## src/rilcfg_pkg.sv

```systemverilog
package rilcfg_pkg;

	// Divider from the core clock to the serial clock
	localparam int unsigned DIV_RATIO = 256;

	// Cycles the select line floats before it is sensed
	localparam int unsigned SENSE_CYC = 4;
	localparam int unsigned SENSE_W   = 3;

	// Serial read command, word organisation
	localparam logic [2:0] CMD_READ = 3'h6;
	localparam int unsigned CMD_W   = 3;
	localparam int unsigned ADDR_W  = 6;
	localparam int unsigned WORD_W  = 16;
	localparam int unsigned HDR_BITS = 9;
	localparam int unsigned SEQ_LEN  = 25;
	localparam int unsigned SEQ_W    = 5;

	// Stored words, in load order
	localparam int unsigned NUM_WORDS = 4;
	localparam int unsigned IDX_W     = 2;
	localparam logic [ADDR_W-1:0] ADDR_VENDOR     = 6'h00;
	localparam logic [ADDR_W-1:0] ADDR_MODEL      = 6'h01;
	localparam logic [ADDR_W-1:0] ADDR_SUB_VENDOR = 6'h02;
	localparam logic [ADDR_W-1:0] ADDR_PRODUCT    = 6'h03;

	typedef enum logic [2:0] {
		ST_SENSE  = 3'b000,
		ST_SELECT = 3'b001,
		ST_READ   = 3'b010,
		ST_GAP    = 3'b011,
		ST_DONE   = 3'b100
	} rilcfg_state_t;

	typedef struct packed {
		logic clock;
		logic select;
		logic write;
	} rilcfg_port_wr_t;

	typedef struct packed {
		logic present;
		logic loading;
		logic read_line;
		logic write;
		logic select;
		logic clock;
	} rilcfg_port_rd_t;

	typedef struct packed {
		logic [WORD_W-1:0] vendor;
		logic [WORD_W-1:0] model;
		logic [WORD_W-1:0] sub_vendor;
		logic [WORD_W-1:0] product;
	} rilcfg_id_t;

endpackage : rilcfg_pkg

```

## src/rilcfg_tick_div.sv

```systemverilog
module rilcfg_tick_div #(
	parameter int unsigned DIV = rilcfg_pkg::DIV_RATIO
) (
	input  wire logic core_clk_i,
	input  wire logic rst_b_i,
	input  wire logic en_i,
	output logic      tick_o
);

	// One pulse per half serial clock period
	localparam int unsigned HALF = DIV / 2;
	localparam int unsigned CW   = $clog2(HALF);
	localparam logic [CW-1:0] LAST = CW'(HALF - 1);

	logic [CW-1:0] cnt_reg;

	always_ff @(posedge core_clk_i or negedge rst_b_i) begin
		if (!rst_b_i) begin
			cnt_reg <= '0;
		end else if (!en_i || cnt_reg == LAST) begin
			cnt_reg <= '0;
		end else begin
			cnt_reg <= cnt_reg + 1'b1;
		end
	end

	assign tick_o = en_i && cnt_reg == LAST;

endmodule : rilcfg_tick_div

```

## src/rilcfg_word_reader.sv

```systemverilog
module rilcfg_word_reader (
	input  wire logic                            core_clk_i,
	input  wire logic                            rst_b_i,
	input  wire logic                            tick_i,
	input  wire logic                            start_i,
	input  wire logic [rilcfg_pkg::ADDR_W-1:0]   addr_i,
	input  wire logic                            read_line_i,
	output logic                                 sclk_o,
	output logic                                 write_line_o,
	output logic                                 busy_o,
	output logic                                 done_o,
	output logic [rilcfg_pkg::WORD_W-1:0]        data_o
);

	localparam int unsigned HW = rilcfg_pkg::HDR_BITS;
	localparam logic [rilcfg_pkg::SEQ_W-1:0] HDR_END = rilcfg_pkg::SEQ_W'(HW - 1);
	localparam logic [rilcfg_pkg::SEQ_W-1:0] SEQ_END = rilcfg_pkg::SEQ_W'(rilcfg_pkg::SEQ_LEN - 1);

	logic [HW-1:0]                   hdr_reg;
	logic [rilcfg_pkg::SEQ_W-1:0]    bit_reg;

	// Start bit, opcode and address go out MSB first; data follows the dummy zero
	always_ff @(posedge core_clk_i or negedge rst_b_i) begin
		if (!rst_b_i) begin
			busy_o       <= 1'b0;
			done_o       <= 1'b0;
			sclk_o       <= 1'b0;
			write_line_o <= 1'b0;
			bit_reg      <= '0;
			hdr_reg      <= '0;
			data_o       <= '0;
		end else begin
			done_o <= 1'b0;
			if (start_i && !busy_o) begin
				busy_o       <= 1'b1;
				bit_reg      <= '0;
				hdr_reg      <= {rilcfg_pkg::CMD_READ, addr_i} << 1;
				write_line_o <= rilcfg_pkg::CMD_READ[rilcfg_pkg::CMD_W-1];
			end else if (busy_o && tick_i) begin
				sclk_o <= !sclk_o;
				if (sclk_o) begin
					if (bit_reg >= HDR_END) begin
						data_o <= {data_o[rilcfg_pkg::WORD_W-2:0], read_line_i};
					end
					write_line_o <= (bit_reg < HDR_END) ? hdr_reg[HW-1] : 1'b0;
					hdr_reg      <= hdr_reg << 1;
					bit_reg      <= bit_reg + 1'b1;
					if (bit_reg == SEQ_END) begin
						busy_o <= 1'b0;
						done_o <= 1'b1;
					end
				end
			end
		end
	end

endmodule : rilcfg_word_reader

```

## src/rilcfg_loader.sv

```systemverilog
// Function
// - During reset loading the serial clock is the core clock divided by 256.
// - Outside the load, software toggles the serial clock through the port control.
// - Software sets and clears the chip select through the port control.
// - At power up the pulled-up chip select level tells whether a memory is attached.
// - Software drives the write line through the port control.
// - The loader reads the memory in 16-bit word organisation, one word per item.
// - The read line level is visible to software through the port control.
// - The sampled infrared strap is copied into modem control bit 6 of both channels.
// - The infrared strap is sampled at power up, hardware reset and soft reset.
// - A high half-duplex strap at reset sets feature control bit 5 in both channels.
// - Software writes to the half-duplex bit override the strap after reset.
// - The loaded words are vendor, model, sub-vendor and product identifiers.
// - Loaded identification is used only when a memory is present.
module rilcfg_loader #(
	parameter int unsigned                        DIV_RATIO      = rilcfg_pkg::DIV_RATIO,
	// Default identity values are arbitrary
	parameter logic [rilcfg_pkg::WORD_W-1:0]      DEF_VENDOR     = 16'h1234,
	parameter logic [rilcfg_pkg::WORD_W-1:0]      DEF_MODEL      = 16'h0002,
	parameter logic [rilcfg_pkg::WORD_W-1:0]      DEF_SUB_VENDOR = 16'h1234,
	parameter logic [rilcfg_pkg::WORD_W-1:0]      DEF_PRODUCT    = 16'h0001
) (
	input  wire logic                             core_clk_i,
	input  wire logic                             rst_b_i,
	input  wire logic                             soft_reset_i,
	output logic                                  eeprom_serial_clock_o,
	input  wire logic                             eeprom_chip_select_i,
	output logic                                  eeprom_chip_select_o,
	output logic                                  eeprom_chip_select_oe_o,
	output logic                                  eeprom_write_line_o,
	input  wire logic                             eeprom_read_line_i,
	input  wire logic                             port_ctrl_wr_i,
	input  wire rilcfg_pkg::rilcfg_port_wr_t      port_ctrl_wdata_i,
	output rilcfg_pkg::rilcfg_port_rd_t           port_ctrl_rdata_o,
	input  wire logic                             infrared_strap_i,
	input  wire logic                             half_duplex_strap_n_i,
	input  wire logic [1:0]                       mcr_ir_wr_i,
	input  wire logic [1:0]                       mcr_ir_wdata_i,
	input  wire logic [1:0]                       feature_control_reg_hdx_wr_i,
	input  wire logic [1:0]                       feature_control_reg_hdx_wdata_i,
	output logic [1:0]                            mcr_ir_mode_o,
	output logic [1:0]                            feature_control_reg_hdx_mode_o,
	output rilcfg_pkg::rilcfg_id_t                id_words_o,
	output logic                                  id_from_eeprom_o,
	output logic                                  load_busy_o
);

	localparam int unsigned NW = rilcfg_pkg::NUM_WORDS;
	localparam logic [rilcfg_pkg::SENSE_W-1:0] SENSE_LAST =
		rilcfg_pkg::SENSE_W'(rilcfg_pkg::SENSE_CYC - 1);
	localparam logic [rilcfg_pkg::IDX_W-1:0] IDX_LAST = rilcfg_pkg::IDX_W'(NW - 1);

	rilcfg_pkg::rilcfg_state_t           state_reg;
	rilcfg_pkg::rilcfg_state_t           state_next;
	rilcfg_pkg::rilcfg_port_wr_t         man_reg;
	logic [rilcfg_pkg::SENSE_W-1:0]      sense_cnt_reg;
	logic [rilcfg_pkg::IDX_W-1:0]        idx_reg;
	logic [rilcfg_pkg::WORD_W-1:0]       word_reg [NW];
	logic                                present_reg;
	logic                                tick;
	logic                                sense_end;
	logic                                rd_start;
	logic                                rd_sclk;
	logic                                rd_write;
	logic                                rd_busy;
	logic                                rd_done;
	logic [rilcfg_pkg::WORD_W-1:0]       rd_data;

	// Word address for a load index
	function automatic logic [rilcfg_pkg::ADDR_W-1:0] word_addr(
		input logic [rilcfg_pkg::IDX_W-1:0] idx
	);
		case (idx)
			2'h0:    word_addr = rilcfg_pkg::ADDR_VENDOR;
			2'h1:    word_addr = rilcfg_pkg::ADDR_MODEL;
			2'h2:    word_addr = rilcfg_pkg::ADDR_SUB_VENDOR;
			default: word_addr = rilcfg_pkg::ADDR_PRODUCT;
		endcase
	endfunction : word_addr

	rilcfg_tick_div #(
		.DIV (DIV_RATIO)
	) u_div (
		.core_clk_i (core_clk_i),
		.rst_b_i    (rst_b_i),
		.en_i       (state_reg != rilcfg_pkg::ST_SENSE && state_reg != rilcfg_pkg::ST_DONE),
		.tick_o     (tick)
	);

	rilcfg_word_reader u_reader (
		.core_clk_i   (core_clk_i),
		.rst_b_i      (rst_b_i),
		.tick_i       (tick),
		.start_i      (rd_start),
		.addr_i       (word_addr(idx_reg)),
		.read_line_i  (eeprom_read_line_i),
		.sclk_o       (rd_sclk),
		.write_line_o (rd_write),
		.busy_o       (rd_busy),
		.done_o       (rd_done),
		.data_o       (rd_data)
	);

	assign sense_end = state_reg == rilcfg_pkg::ST_SENSE && sense_cnt_reg == SENSE_LAST;
	assign rd_start  = state_reg == rilcfg_pkg::ST_SELECT && tick;

	always_comb begin
		state_next = state_reg;
		case (state_reg)
			rilcfg_pkg::ST_SENSE: begin
				if (sense_end) begin
					state_next = eeprom_chip_select_i ? rilcfg_pkg::ST_SELECT
						: rilcfg_pkg::ST_DONE;
				end
			end
			rilcfg_pkg::ST_SELECT: begin
				if (tick) begin
					state_next = rilcfg_pkg::ST_READ;
				end
			end
			rilcfg_pkg::ST_READ: begin
				if (rd_done) begin
					state_next = rilcfg_pkg::ST_GAP;
				end
			end
			rilcfg_pkg::ST_GAP: begin
				if (tick) begin
					state_next = (idx_reg == IDX_LAST) ? rilcfg_pkg::ST_DONE
						: rilcfg_pkg::ST_SELECT;
				end
			end
			rilcfg_pkg::ST_DONE: begin
				state_next = rilcfg_pkg::ST_DONE;
			end
			default: begin
				state_next = rilcfg_pkg::ST_DONE;
			end
		endcase
	end

	always_ff @(posedge core_clk_i or negedge rst_b_i) begin
		if (!rst_b_i) begin
			state_reg <= rilcfg_pkg::ST_SENSE;
		end else begin
			state_reg <= state_next;
		end
	end

	always_ff @(posedge core_clk_i or negedge rst_b_i) begin
		if (!rst_b_i) begin
			sense_cnt_reg <= '0;
			present_reg   <= 1'b0;
		end else if (sense_end) begin
			present_reg <= eeprom_chip_select_i;
		end else if (state_reg == rilcfg_pkg::ST_SENSE) begin
			sense_cnt_reg <= sense_cnt_reg + 1'b1;
		end
	end

	always_ff @(posedge core_clk_i or negedge rst_b_i) begin
		if (!rst_b_i) begin
			idx_reg <= '0;
		end else if (state_reg == rilcfg_pkg::ST_GAP && tick && idx_reg != IDX_LAST) begin
			idx_reg <= idx_reg + 1'b1;
		end
	end

	always_ff @(posedge core_clk_i or negedge rst_b_i) begin
		if (!rst_b_i) begin
			word_reg[0] <= DEF_VENDOR;
			word_reg[1] <= DEF_MODEL;
			word_reg[2] <= DEF_SUB_VENDOR;
			word_reg[3] <= DEF_PRODUCT;
		end else if (state_reg == rilcfg_pkg::ST_READ && rd_done) begin
			word_reg[idx_reg] <= rd_data;
		end
	end

	// loaded words only with memory present
	always_ff @(posedge core_clk_i or negedge rst_b_i) begin
		if (!rst_b_i) begin
			id_from_eeprom_o <= 1'b0;
		end else if (state_reg == rilcfg_pkg::ST_GAP && tick && idx_reg == IDX_LAST) begin
			id_from_eeprom_o <= present_reg;
		end
	end

	assign id_words_o  = {word_reg[0], word_reg[1], word_reg[2], word_reg[3]};
	assign load_busy_o = state_reg != rilcfg_pkg::ST_DONE;

	always_ff @(posedge core_clk_i or negedge rst_b_i) begin
		if (!rst_b_i) begin
			man_reg <= '0;
		end else if (port_ctrl_wr_i) begin
			man_reg <= port_ctrl_wdata_i;
		end
	end

	// select driven by loader or software
	always_ff @(posedge core_clk_i or negedge rst_b_i) begin
		if (!rst_b_i) begin
			eeprom_serial_clock_o   <= 1'b0;
			eeprom_chip_select_o    <= 1'b0;
			eeprom_chip_select_oe_o <= 1'b0;
			eeprom_write_line_o     <= 1'b0;
		end else if (state_reg == rilcfg_pkg::ST_DONE) begin
			eeprom_serial_clock_o   <= man_reg.clock;
			eeprom_chip_select_o    <= man_reg.select;
			eeprom_chip_select_oe_o <= 1'b1;
			eeprom_write_line_o     <= man_reg.write;
		end else begin
			eeprom_serial_clock_o   <= rd_sclk;
			eeprom_chip_select_o    <= rd_busy || state_reg == rilcfg_pkg::ST_SELECT;
			eeprom_chip_select_oe_o <= state_reg != rilcfg_pkg::ST_SENSE;
			eeprom_write_line_o     <= rd_write;
		end
	end

	always_ff @(posedge core_clk_i or negedge rst_b_i) begin
		if (!rst_b_i) begin
			port_ctrl_rdata_o <= '0;
		end else begin
			port_ctrl_rdata_o <= {present_reg, load_busy_o, eeprom_read_line_i,
				eeprom_write_line_o, eeprom_chip_select_o, eeprom_serial_clock_o};
		end
	end

	// infrared strap copy, software may rewrite
	always_ff @(posedge core_clk_i or negedge rst_b_i) begin
		if (!rst_b_i) begin
			mcr_ir_mode_o <= '0;
		end else begin
			for (int ch = 0; ch < 2; ch++) begin
				if (mcr_ir_wr_i[ch]) begin
					mcr_ir_mode_o[ch] <= mcr_ir_wdata_i[ch];
				end else if (sense_end || soft_reset_i) begin
					mcr_ir_mode_o[ch] <= infrared_strap_i;
				end
			end
		end
	end

	always_ff @(posedge core_clk_i or negedge rst_b_i) begin
		if (!rst_b_i) begin
			feature_control_reg_hdx_mode_o <= '0;
		end else begin
			for (int ch = 0; ch < 2; ch++) begin
				if (feature_control_reg_hdx_wr_i[ch]) begin
					feature_control_reg_hdx_mode_o[ch] <= feature_control_reg_hdx_wdata_i[ch];
				end else if (sense_end) begin
					feature_control_reg_hdx_mode_o[ch] <= half_duplex_strap_n_i;
				end
			end
		end
	end

	a_load_clock_rate: assert property (
		@(posedge core_clk_i) disable iff (!rst_b_i)
		(rd_sclk != $past(rd_sclk)) |-> $past(tick) && !tick ##1 !tick [*2])
		else $error("serial clock edge not on divider tick");

	a_manual_clock: assert property (
		@(posedge core_clk_i) disable iff (!rst_b_i)
		(state_reg == rilcfg_pkg::ST_DONE && port_ctrl_wr_i && !$past(port_ctrl_wr_i)) ##1
		!port_ctrl_wr_i |=> eeprom_serial_clock_o == $past(port_ctrl_wdata_i.clock, 2))
		else $error("manual serial clock not applied");

	a_manual_select: assert property (
		@(posedge core_clk_i) disable iff (!rst_b_i)
		state_reg == rilcfg_pkg::ST_DONE && port_ctrl_wr_i ##1 !port_ctrl_wr_i
		|=> eeprom_chip_select_o == $past(port_ctrl_wdata_i.select, 2)
			&& eeprom_chip_select_oe_o)
		else $error("manual chip select not applied");

	a_sense_float: assert property (
		@(posedge core_clk_i) disable iff (!rst_b_i)
		sense_end |-> !eeprom_chip_select_oe_o ##1 present_reg == $past(eeprom_chip_select_i))
		else $error("select sensed while driven");

	a_manual_write: assert property (
		@(posedge core_clk_i) disable iff (!rst_b_i)
		state_reg == rilcfg_pkg::ST_DONE && port_ctrl_wr_i ##1 !port_ctrl_wr_i
		|=> eeprom_write_line_o == $past(port_ctrl_wdata_i.write, 2))
		else $error("manual write line not applied");

	a_read_visible: assert property (
		@(posedge core_clk_i) disable iff (!rst_b_i)
		##1 port_ctrl_rdata_o.read_line == $past(eeprom_read_line_i))
		else $error("read line not visible");

	a_ir_strap_copy: assert property (
		@(posedge core_clk_i) disable iff (!rst_b_i)
		(sense_end || soft_reset_i) && mcr_ir_wr_i == 2'h0
		|=> mcr_ir_mode_o == {2{$past(infrared_strap_i)}})
		else $error("infrared strap not copied");

	a_hdx_strap_copy: assert property (
		@(posedge core_clk_i) disable iff (!rst_b_i)
		sense_end && feature_control_reg_hdx_wr_i == 2'h0
		|=> feature_control_reg_hdx_mode_o == {2{$past(half_duplex_strap_n_i)}})
		else $error("half-duplex strap not copied");

	a_hdx_override: assert property (
		@(posedge core_clk_i) disable iff (!rst_b_i)
		feature_control_reg_hdx_wr_i[0] |=> feature_control_reg_hdx_mode_o[0] == $past(feature_control_reg_hdx_wdata_i[0]))
		else $error("software half-duplex write lost");

	a_absent_skip: assert property (
		@(posedge core_clk_i) disable iff (!rst_b_i)
		sense_end && !eeprom_chip_select_i
		|=> state_reg == rilcfg_pkg::ST_DONE && !id_from_eeprom_o && !rd_busy)
		else $error("load not skipped without memory");

endmodule : rilcfg_loader

```

## config.mk

```make
export PLATFORM = sky130hd
export DESIGN_NAME = rilcfg_loader
export DESIGN_NICKNAME = d
export VERILOG_FILES = /design/src/rilcfg_pkg.sv /design/src/rilcfg_tick_div.sv /design/src/rilcfg_word_reader.sv /design/src/rilcfg_loader.sv
export SDC_FILE = /design/constraint.sdc
export NUM_CORES = 1
export LEC_CHECK = 0
export ABC_CLOCK_PERIOD_IN_PS = 2400
export BUFFER_PORTS_ARGS = -buffer_cell sky130_fd_sc_hd__buf_2
export CELL_PAD_IN_SITES_DETAIL_PLACEMENT = 1
export CELL_PAD_IN_SITES_GLOBAL_PLACEMENT = 1
export CORE_ASPECT_RATIO = 1.1
export CORE_MARGIN = 1
export CORE_UTILIZATION = 35
export DETAILED_ROUTE_END_ITERATION = 6
export PLACE_DENSITY_LB_ADDON = 0.1
export SETUP_SLACK_MARGIN = 0.02
export SLEW_MARGIN = 20
export SYNTH_ARGS = -nofsm -noshare
export SYNTH_HDL_FRONTEND = slang
export SYNTH_SLANG_ARGS = --single-unit
```

## constraint.sdc

```tcl
create_clock -name core_clk_i -period 2.4 [get_ports core_clk_i]
set_input_delay 0.12 -clock core_clk_i [delete_from_list [all_inputs] [get_ports core_clk_i]]
set_output_delay 0.12 -clock core_clk_i [all_outputs]
set_load 0.02 [all_outputs]
```

==> impl_metrics.json, run 1 <==
{
  "outcome": "finished clean",
  "wl_per_cell_um": 16.3,
  "fillers": 1519,
  "rsz0062_at_grt": "no",
  "portBuffers": 98,
  "p_clk_frac": 0.501,
  "hold_depth": 3,
  "synth_top_family_by_area": "multiplexers",
  "reg2reg_depth": 7,
  "gp_congestion": 0.735,
  "hold_path.class": "in2reg",
  "cts_setup_buffers": 0,
  "async_flop_share": 1.00,
  "synth.mux.area_fraction": 0.193,
  "worstSetupStartpointType": "register",
  "routed_via_density": 4.78,
  "max_cap_violations": 0,
  "crit_path_cell_trace": "ha_1 > ha_1 > or4b_4 > nor2_1 > a21oi_1 > o21ai_1 > dlygate4sd3_1",
  "synthTopCellsByArea": "dfrtp_1 (57%), mux2_1 (10%), mux2_2 (8.3%)",
  "p_leak_uw": 0.00357,
  "synthTopCellsByCount": "dfrtp_1 (119), mux2_1 (48), mux2_2 (39)",
  "synth_top_cell_area_share": 0.566,
  "postLayoutCellArea_mm2": 0.00677,
  "hold_end": "mcr_ir_mode_o[0]$_DFFE_PN0P_",
  "seqPwrFrac": 0.466,
  "ys_types": 49,
  "grt_max_degree": 57,
  "synthFlopType": "dfrtp_1",
  "vias": 3350,
  "synth-edff-count": 0,
  "netlist_instances": 361,
  "grt_pass1_wl_mm": 19.0,
  "cts_made_buffers": 17,
  "tritoncts": "yes",
  "slew_headroom": 0.651,
  "yosysMostFrequentCell": "dfrtp_1",
  "switchingPower_uw": 986,
  "clk_pin_slew_worst_paths_ns": 0.05,
  "p_sw_frac": 0.205,
  "worst_pin_slew_ns": 0.522,
  "yosys.area_share.simple": 0.0704,
  "vdd_ir_drop_max_v": 0.000368,
  "fin_worst_skew_ns": 0.00987,
  "cellPowerDensity_mw_per_mm2": 711,
  "drtPass1Iterations": 4,
  "drv_slew": 0,
  "num_rows": 46,
  "yosys.area_share.adder": 0.0238,
  "period_share": 0.925,
  "setup-tns-final_ns": 0,
  "ys_seq_elements": 131,
  "clk_path_buf_depth": 2,
  "clk_latency_ns": 0.41,
  "multi_input_area_mm2": 0.00187,
  "crit_path_max_incr_delay_ns": 0.56,
  "seq_area_frac_synth": 0.626,
  "io_pins": 99,
  "fin_crit_ns": 2.22,
  "drt-total-wl_mm": 11.4,
  "cts.sinks": 131,
  "intPower_uw": 3830,
  "cpMostUsedCell": "ha_1",
  "drc": 0,
  "setup_viol": 0,
  "crit_buf_inv": 1,
  "grt_pass1_vias": 3555,
  "synth-xor-area-share": 0.0150,
  "reg2reg_slack_ns": 0.18,
  "drtIter0Drc": 115,
  "nets": 525,
  "initial_core_util": 0.361,
  "fmax_mhz": 450,
  "dpl_cell_area_mm2": 0.00604,
  "synth_top_cell_by_area": "dfrtp_1",
  "netlist_area_mm2": 0.00526,
  "synth_compound_area_frac": 0.0523,
  "antennaDiodeCount": 0,
  "syn-num-nets": 390,
  "ys.warnings.count": 0,
  "crit_required_ns": 2.74,
  "core_area_mm2": 0.0146,
  "seqCellArea_mm2": 0.00329,
  "avgSynthCellArea_um2": 14.6,
  "grt_overflow": 0,
  "largest_reg_flops": 64,
  "cp_top_family": "simple AND/OR/NAND/NOR gates",
  "cts_root_buf": "clkbuf_16",
  "r2r-start": "sense_cnt_reg[0]$_DFFE_PN0P_",
  "antenna_found_initial": 0,
  "final_hold_viol_count": 0,
  "dp_hpwl_mm": 7.86,
  "crit_type": "reg2reg",
  "dieWidth_um": 119,
  "arrival_ns": 2.56,
  "crit_slowest_cell": "dlygate4sd3_1",
  "postRouteAntennaNets": 0,
  "crit_path_max_fanout": 6,
  "min_from": "mcr_ir_wr_i[0]",
  "fp.dieH_um": 131,
  "rr_endpoint": "feature_control_reg_hdx_mode_o[0]$_DFFE_PN0P_",
  "ctsHtreeMaxLevel": 4,
  "drive_gt1_frac": 0.405,
  "end_kind": "register",
  "die-area_mm2": 0.0155,
  "syn_to_final_growth_pct": 28.7,
  "track_usage": 0.162,
  "combPwrFrac": 0.032
}
worst max-delay path by stage:
stage                                                    endpoint  depth (start not counted)  slack (ns)                         start
floorplan                         u_reader.data_o[13]$_DFFE_PN0P_                          7        0.55    u_div.cnt_reg[0]$_DFF_PN0_
global placement                       id_words_o[23]$_DFFE_PN0P_                          3        0.50      state_reg[2]$_DFFE_PN0P_
detailed placement                     id_words_o[24]$_DFFE_PN0P_                          3        0.46      state_reg[2]$_DFFE_PN0P_
CTS                 feature_control_reg_hdx_mode_o[0]$_DFFE_PN0P_                          7        0.12  sense_cnt_reg[0]$_DFFE_PN0P_
global route        feature_control_reg_hdx_mode_o[0]$_DFFE_PN0P_                          7        0.07  sense_cnt_reg[0]$_DFFE_PN0P_
finish              feature_control_reg_hdx_mode_o[0]$_DFFE_PN0P_                          7        0.18  sense_cnt_reg[0]$_DFFE_PN0P_
cells in the final DEF, fill, tap and decap left out, types with 5 or more instances in the layout:
master / count
inv_1: 10
nor2_1: 12
dlygate4sd3_1: 17
buf_2: 97
clkbuf_1: 6
nand2_1: 12
nand3_1: 5
mux2_2: 39
and3_1: 6
xor2_1: 5
a21oi_1: 10
dfrtp_1: 119
ha_1: 10
o21ai_0: 9
mux2_1: 48
o221a_2: 6
dfstp_2: 12
buf_4: 11
clkbuf_16: 17
through the flow:
| stage | setup slack (ns) | utilization | hold WS (ns) | std cells | total power (uW) |
|---|---|---|---|---|---|
| 2_1_floorplan | 0.552 | - | -0.176 | 361 | 2320 |
| 3_3_place_gp | 0.504 | 0.415 | 0.105 | 652 | 2410 |
| 3_5_place_dp | 0.457 | 0.415 | 0.102 | 652 | 2420 |
| 4_1_cts | 0.118 | 0.465 | 0.00181 | 701 | 4890 |
| 5_1_grt | 0.0712 | 0.465 | 0.0302 | 701 | 5020 |
| 6_report | 0.180 | 0.465 | 0.0217 | 701 | 4810 |
cell type report:
cell class	count	share of cell area
inverters	10	0.00554
flip-flops and latches	131	0.486
clock inverters	5	0.00776
repair buffers	127	0.115
multi-input cells	209	0.276
well taps	192	0.0355
clock buffers	27	0.0743
cell families (layout without fill, tap and decap cells):
group           after synthesis  after routing
compound gates               40             40
fa+ha+maj                    10             10
flops                       131            131
mux                          90             90
xor+xnor                      9              9
buf+inv                      21            169
simple gates                 60             60
repair_timing:
item	4_1_cts	5_1_grt
endpoints found under the setup margin	0	2
hold buffers	17	0
endpoints found under the hold margin	36	0
gates resized for setup	0	1
worst register-to-register path, cell delays in order (launching register included):
cell,delay [ns]
dfrtp_1,0.36
ha_1,0.16
ha_1,0.22
or4b_4,0.52
nor2_1,0.15
a21oi_1,0.06
o21ai_1,0.12
dlygate4sd3_1,0.56
routing by layer:
metal  vias to the layer above  track usage  wire, um
met3                        16       0.0399       359
met1                      1710        0.198      5040
met4                         0       0.0782       223
li1                       1565            -         -
met5                         -            0         0
met2                        59        0.270      5810
power groups by stage:
stage	Sequential [uW]	Combinational, uW	Clock [uW]
2_1_floorplan	2300	19.5	0
3_3_place_gp	2280	131	0
4_1_cts	2240	161	2490
3_5_place_dp	2280	134	0
6_report	2240	156	2410
5_1_grt	2240	176	2600
(Power assumes the default switching activity.)
==> run 2, diff against run 1 <==
Settings changed: MAX_ROUTING_LAYER set to met4, PLACE_DENSITY_LB_ADDON 0.1 to 0.25.
==> impl_metrics.json, run 2 (synthesized netlist as in run 1, its figures left out) <==
{
  "p_leak_uw": 0.00356,
  "cts_made_buffers": 17,
  "crit_path_start": "sense_cnt_reg[0]$_DFFE_PN0P_",
  "worst_pin_slew_ns": 0.577,
  "routed_via_density": 4.86,
  "drtIter0Drc": 97,
  "clk_pin_slew_worst_paths_ns": 0.06,
  "gr-usage-met2": 0.300,
  "cts_root_buf": "clkbuf_16",
  "switchingPower_uw": 1060,
  "die-area_mm2": 0.0155,
  "drt-total-wl_mm": 11.8,
  "layout_common_cells": "dfrtp_1 (119), buf_2 (97), mux2_1 (48)",
  "dp_hpwl_mm": 7.95,
  "grt_max_degree": 69,
  "max_cap_violations": 0,
  "clk_latency_ns": 0.42,
  "cts.sinks": 131,
  "period_share": 0.933,
  "vdd_ir_drop_max_v": 0.000635,
  "p_sw_frac": 0.208,
  "setup_viol": 0,
  "grt_overflow": 0,
  "outcome": "finished clean",
  "cpMostUsedCell": "ha_1",
  "intPower_uw": 4050,
  "min_from": "port_ctrl_wr_i",
  "dp_cells": 647,
  "syn_to_final_growth_pct": 28.7,
  "nets": 517,
  "fmax_mhz": 447,
  "final_common_cell": "dfrtp_1",
  "crit_slowest_cell": "dlygate4sd3_1",
  "drc": 0,
  "crit_required_ns": 2.75,
  "drive_gt1_frac": 0.410,
  "final_hold_viol_count": 0,
  "grt_pass1_vias": 3771,
  "final_cell_count_no_fill": 692,
  "end_kind": "register",
  "gr-max-usage-layer": "met2",
  "dieWidth_um": 119,
  "io_pins": 99,
  "ctsHtreeMaxLevel": 4,
  "track_usage": 0.175,
  "core_area_mm2": 0.0146,
  "crit_type": "reg2reg",
  "grt_pass1_wl_mm": 19.8,
  "antenna_found_initial": 0,
  "fin_crit_ns": 2.24,
  "fp.dieH_um": 131,
  "met1_usage": 0.199,
  "drtPass1Iterations": 4,
  "largest_reg_flops": 64,
  "seqPwrFrac": 0.439,
  "initial_core_util": 0.361,
  "antennaDiodeCount": 0,
  "r2r-start": "sense_cnt_reg[0]$_DFFE_PN0P_",
  "grt_use_met3": 0.0408,
  "fin_worst_skew_ns": 0.00707,
  "gp_congestion": 0.751,
  "worstSetupStartpointType": "register",
  "num_rows": 46,
  "wl_per_cell_um": 17.1,
  "slew_headroom": 0.616,
  "p_clk_frac": 0.532,
  "cellPowerDensity_mw_per_mm2": 755,
  "crit_path_max_incr_delay_ns": 0.58,
  "setup-tns-final_ns": 0,
  "rsz0062_at_grt": "no",
  "crit_path_cell_trace": "ha_1 > ha_1 > or4b_4 > nor2_1 > a21oi_1 > o21ai_1 > dlygate4sd3_1",
  "arrival_ns": 2.58,
  "fillers": 1532,
  "clk_path_buf_depth": 2,
  "hold_path.class": "in2reg",
  "portBuffers": 98,
  "tritoncts": "yes",
  "combPwrFrac": 0.029,
  "drv_slew": 0,
  "postRouteAntennaNets": 0,
  "cts_setup_buffers": 0,
  "crit_path_max_fanout": 6,
  "vias": 3364
}
## run 2: cell count changes in the layout (fill, tap and decap cells not counted)
cell	change
buf_4	-5
clkinvlp_4	+3
dlygate4sd3_1	-3
clkbuf_1	-5
clkinv_2	-2
inv_6	+1
clkinv_4	+2
clkbuf_8	-3
bufinv_16	+3
## run 2: power groups by stage
stage / combinational, uW / clock [uW] / sequential, uW
2_1_floorplan: 19.5 / 0 / 2300
3_5_place_dp: 132 / 0 / 2280
4_1_cts: 153 / 2790 / 2240
3_3_place_gp: 129 / 0 / 2280
6_report: 150 / 2720 / 2240
5_1_grt: 168 / 2880 / 2240
## run 2: timing repair
item / CTS / global route
hold buffers: 14 / 0
hold endpoints to repair: 47 / 0
endpoints found under the setup margin: 0 / 2
resized for setup: 0 / 1
## run 2: path summary, 6_finish.rpt
check / endpoint / slack (ns) / cells past startpoint
hold / removal: man_reg[1]$_DFFE_PN0P_ / 0.02 / 2
setup / recovery: feature_control_reg_hdx_mode_o[0]$_DFFE_PN0P_ / 0.16 / 7
min in group asynchronous: id_words_o[58]$_DFFE_PN0P_ / 0.24 / 2
setup reg to reg: feature_control_reg_hdx_mode_o[0]$_DFFE_PN0P_ / 0.16 / 7
max in group asynchronous: id_words_o[20]$_DFFE_PN1P_ / 1.34 / 3
hold reg to reg: port_ctrl_rdata_o[2]$_DFF_PN0_ / 0.38 / 0
## run 2: area by class of cell
class / instances / area (um^2) / share of cell area
Sequential cell: 131 / 3290 / 0.486
Multi-Input combinational cell: 209 / 1870 / 0.276
Timing Repair Buffer: 119 / 711 / 0.105
Clock buffer: 19 / 443 / 0.0654
Tap cell: 192 / 240 / 0.0355
Clock inverter: 12 / 181 / 0.0268
Inverter: 10 / 37.5 / 0.00554
## run 2: worst max-delay path, delay by kind of cell, from the launching register on
family,cells,cell delay (ns)
simple gates,2,0.68
buf+inv,1,0.58
flops,1,0.36
fa+ha+maj,2,0.36
compound gates,2,0.19
## run 2: metal layers
| metal | part of all wire | vias to the layer above |
|---|---|---|
| li1 | - | 1536 |
| met1 | 0.43 | 1737 |
| met2 | 0.52 | 78 |
| met3 | 0.036 | 13 |
| met4 | 0.015 | 0 |
| met5 | 0 | - |
## run 2: stage by stage
step | utilization | setup WS [ns] | hold slack (ns) | total power, uW | area, um^2
2_1_floorplan | - | 0.552 | -0.176 | 2320 | 5260
3_3_place_gp | 0.412 | 0.440 | 0.144 | 2410 | 6010
3_5_place_dp | 0.412 | 0.355 | 0.147 | 2410 | 6010
4_1_cts | 0.465 | 0.112 | 0.000551 | 5180 | 6770
5_1_grt | 0.465 | 0.0390 | 0.00425 | 5290 | 6770
6_report | 0.465 | 0.161 | 0.0161 | 5120 | 6770
==> run 3, diff against run 2 <==
Settings changed: PLACE_DENSITY set to 0.61, PLACE_DENSITY_LB_ADDON 0.25 to not set.
==> impl_metrics.json, run 3 (synthesized netlist as in run 1, its figures left out) <==
{
  "cpMostUsedCell": "ha_1",
  "setup_viol": 0,
  "drt-total-wl_mm": 11.9,
  "io_pins": 99,
  "rr_endpoint": "feature_control_reg_hdx_mode_o[1]$_DFFE_PN0P_",
  "syn_to_final_growth_pct": 31.2,
  "reg2reg_slack_ns": 0.14,
  "hold_path.class": "in2reg",
  "layout_common_cells": "dfrtp_1 (119), buf_2 (97), mux2_1 (48)",
  "grt_pass1_wl_mm": 20.0,
  "grt_pass1_vias": 3833,
  "crit_slowest_cell": "dlygate4sd3_1",
  "grt_overflow": 0,
  "portBuffers": 98,
  "vdd_ir_drop_max_v": 0.000378,
  "crit_required_ns": 2.74,
  "cellPowerDensity_mw_per_mm2": 783,
  "fmax_mhz": 443,
  "fin_worst_skew_ns": 0.0121,
  "cts_setup_buffers": 0,
  "clk_pin_slew_worst_paths_ns": 0.06,
  "end_kind": "register",
  "core_area_mm2": 0.0146,
  "period_share": 0.941,
  "arrival_ns": 2.60,
  "gp_congestion": 0.735,
  "wl_per_cell_um": 16.9,
  "crit_path_start": "sense_cnt_reg[0]$_DFFE_PN0P_",
  "grt_max_degree": 47,
  "largest_reg_flops": 64,
  "drive_gt1_frac": 0.411,
  "cts_made_buffers": 17,
  "dp_hpwl_mm": 8.00,
  "dieWidth_um": 119,
  "cts.sinks": 131,
  "p_clk_frac": 0.555,
  "drv_slew": 0,
  "nets": 524,
  "outcome": "finished clean",
  "crit_path_max_incr_delay_ns": 0.58,
  "cts_root_buf": "clkbuf_16",
  "vias": 3357,
  "antenna_found_initial": 0,
  "track_usage": 0.174,
  "reg2reg_depth": 7,
  "fp.dieH_um": 131,
  "die-area_mm2": 0.0155,
  "routed_via_density": 4.80,
  "seqPwrFrac": 0.415,
  "p_leak_uw": 0.00363,
  "cp_top_family": "simple AND/OR/NAND/NOR gates",
  "crit_type": "reg2reg",
  "crit_buf_inv": 1,
  "num_rows": 46,
  "worstSetupStartpointType": "register",
  "crit_path_max_fanout": 6,
  "intPower_uw": 4350,
  "initial_core_util": 0.361,
  "tritoncts": "yes",
  "fin_crit_ns": 2.26,
  "postRouteAntennaNets": 0,
  "drtIter0Drc": 111,
  "slew_headroom": 0.575,
  "crit_path_cell_trace": "ha_1 > ha_1 > or4b_4 > nor2_2 > a21oi_1 > o21ai_1 > dlygate4sd3_1",
  "fillers": 1517,
  "setup-tns-final_ns": 0,
  "final_common_cell": "dfrtp_1",
  "clk_latency_ns": 0.42,
  "clk_path_buf_depth": 2,
  "switchingPower_uw": 1050,
  "worstSetupEndpoint": "feature_control_reg_hdx_mode_o[1]$_DFFE_PN0P_",
  "rsz0062_at_grt": "no",
  "combPwrFrac": 0.030,
  "r2r-start": "sense_cnt_reg[0]$_DFFE_PN0P_",
  "power_uw": 5400,
  "ctsHtreeMaxLevel": 4,
  "worst_pin_slew_ns": 0.637,
  "path_depth": 7,
  "max_cap_violations": 0,
  "drc": 0,
  "final_hold_viol_count": 0,
  "drtPass1Iterations": 4,
  "p_sw_frac": 0.195,
  "antennaDiodeCount": 0
}
==> run 3: cell types whose count changed in the layout (fill, tap and decap cells not counted), sizes merged <==
cell	delta
clkinv	+3
clkinvlp	-3
clkbuf	-1
buf	+2
bufinv	+3
dlygate4sd3	+5
inv	-1
==> run 3: timing repair <==
item / 4_1_cts / 5_1_grt
setup endpoints to repair: 0 / 2
hold buffers: 19 / 0
resized for setup: 0 / 2
hold endpoints to repair: 49 / 0
==> run 3: final cells by class <==
| type | instances | area [um^2] | share of cell area |
|---|---|---|---|
| clock buffer | 18 | 429 | 0.0621 |
| clock inverter | 14 | 259 | 0.0375 |
| inverter | 10 | 37.5 | 0.00544 |
| multi-input combinational | 209 | 1870 | 0.271 |
| sequential | 131 | 3290 | 0.477 |
| tap | 192 | 240 | 0.0348 |
| timing repair buffer | 126 | 776 | 0.112 |
==> run 3: how the worst min path moves through the flow <==
stage | start | end | cells past startpoint
3_5_place_dp | rst_b_i | id_words_o[26]$_DFFE_PN0P_ | 1
4_1_cts | eeprom_chip_select_i | present_reg$_DFFE_PN0P_ | 3
6_report | eeprom_chip_select_i | present_reg$_DFFE_PN0P_ | 3
2_1_floorplan | rst_b_i | eeprom_chip_select_o$_DFF_PN0_ | 0
5_1_grt | eeprom_chip_select_i | present_reg$_DFFE_PN0P_ | 3
3_3_place_gp | rst_b_i | id_words_o[26]$_DFFE_PN0P_ | 1
==> run 3: metal layers <==
metal  track usage  vias to the layer above  share of wire
li1              -                     1558              -
met1         0.195                     1717           0.42
met2         0.304                       70           0.53
met3        0.0399                       12          0.035
met4        0.0648                        0          0.010
met5             -                        -              0
==> run 3: power by group through the flow <==
stage | Clock, uW | Combinational [uW] | Sequential [uW]
detailed placement | 0 | 134 | 2280
global route | 3150 | 180 | 2240
global placement | 0 | 132 | 2280
finish | 3000 | 162 | 2240
CTS | 3070 | 164 | 2240
floorplan | 0 | 19.5 | 2300
==> run 3: per-stage QoR <==
stage | hold slack [ns] | instance area (um^2) | util | worst slack, ns | instances
floorplan | -0.176 | 5260 | - | 0.552 | 361
detailed placement | 0.185 | 6020 | 0.413 | 0.355 | 649
CTS | 0.00619 | 6900 | 0.474 | 0.102 | 700
global placement | 0.174 | 6020 | 0.413 | 0.422 | 649
global route | 0.0651 | 6910 | 0.474 | 0.0542 | 700
finish | 0.0232 | 6910 | 0.474 | 0.142 | 700
==> run 3: worst reg2reg max path: stages (launching register included) <==
cell	delay, ns
dfrtp_1	0.38
ha_1	0.17
ha_1	0.21
or4b_4	0.52
nor2_2	0.13
a21oi_1	0.06
o21ai_1	0.14
dlygate4sd3_1	0.58
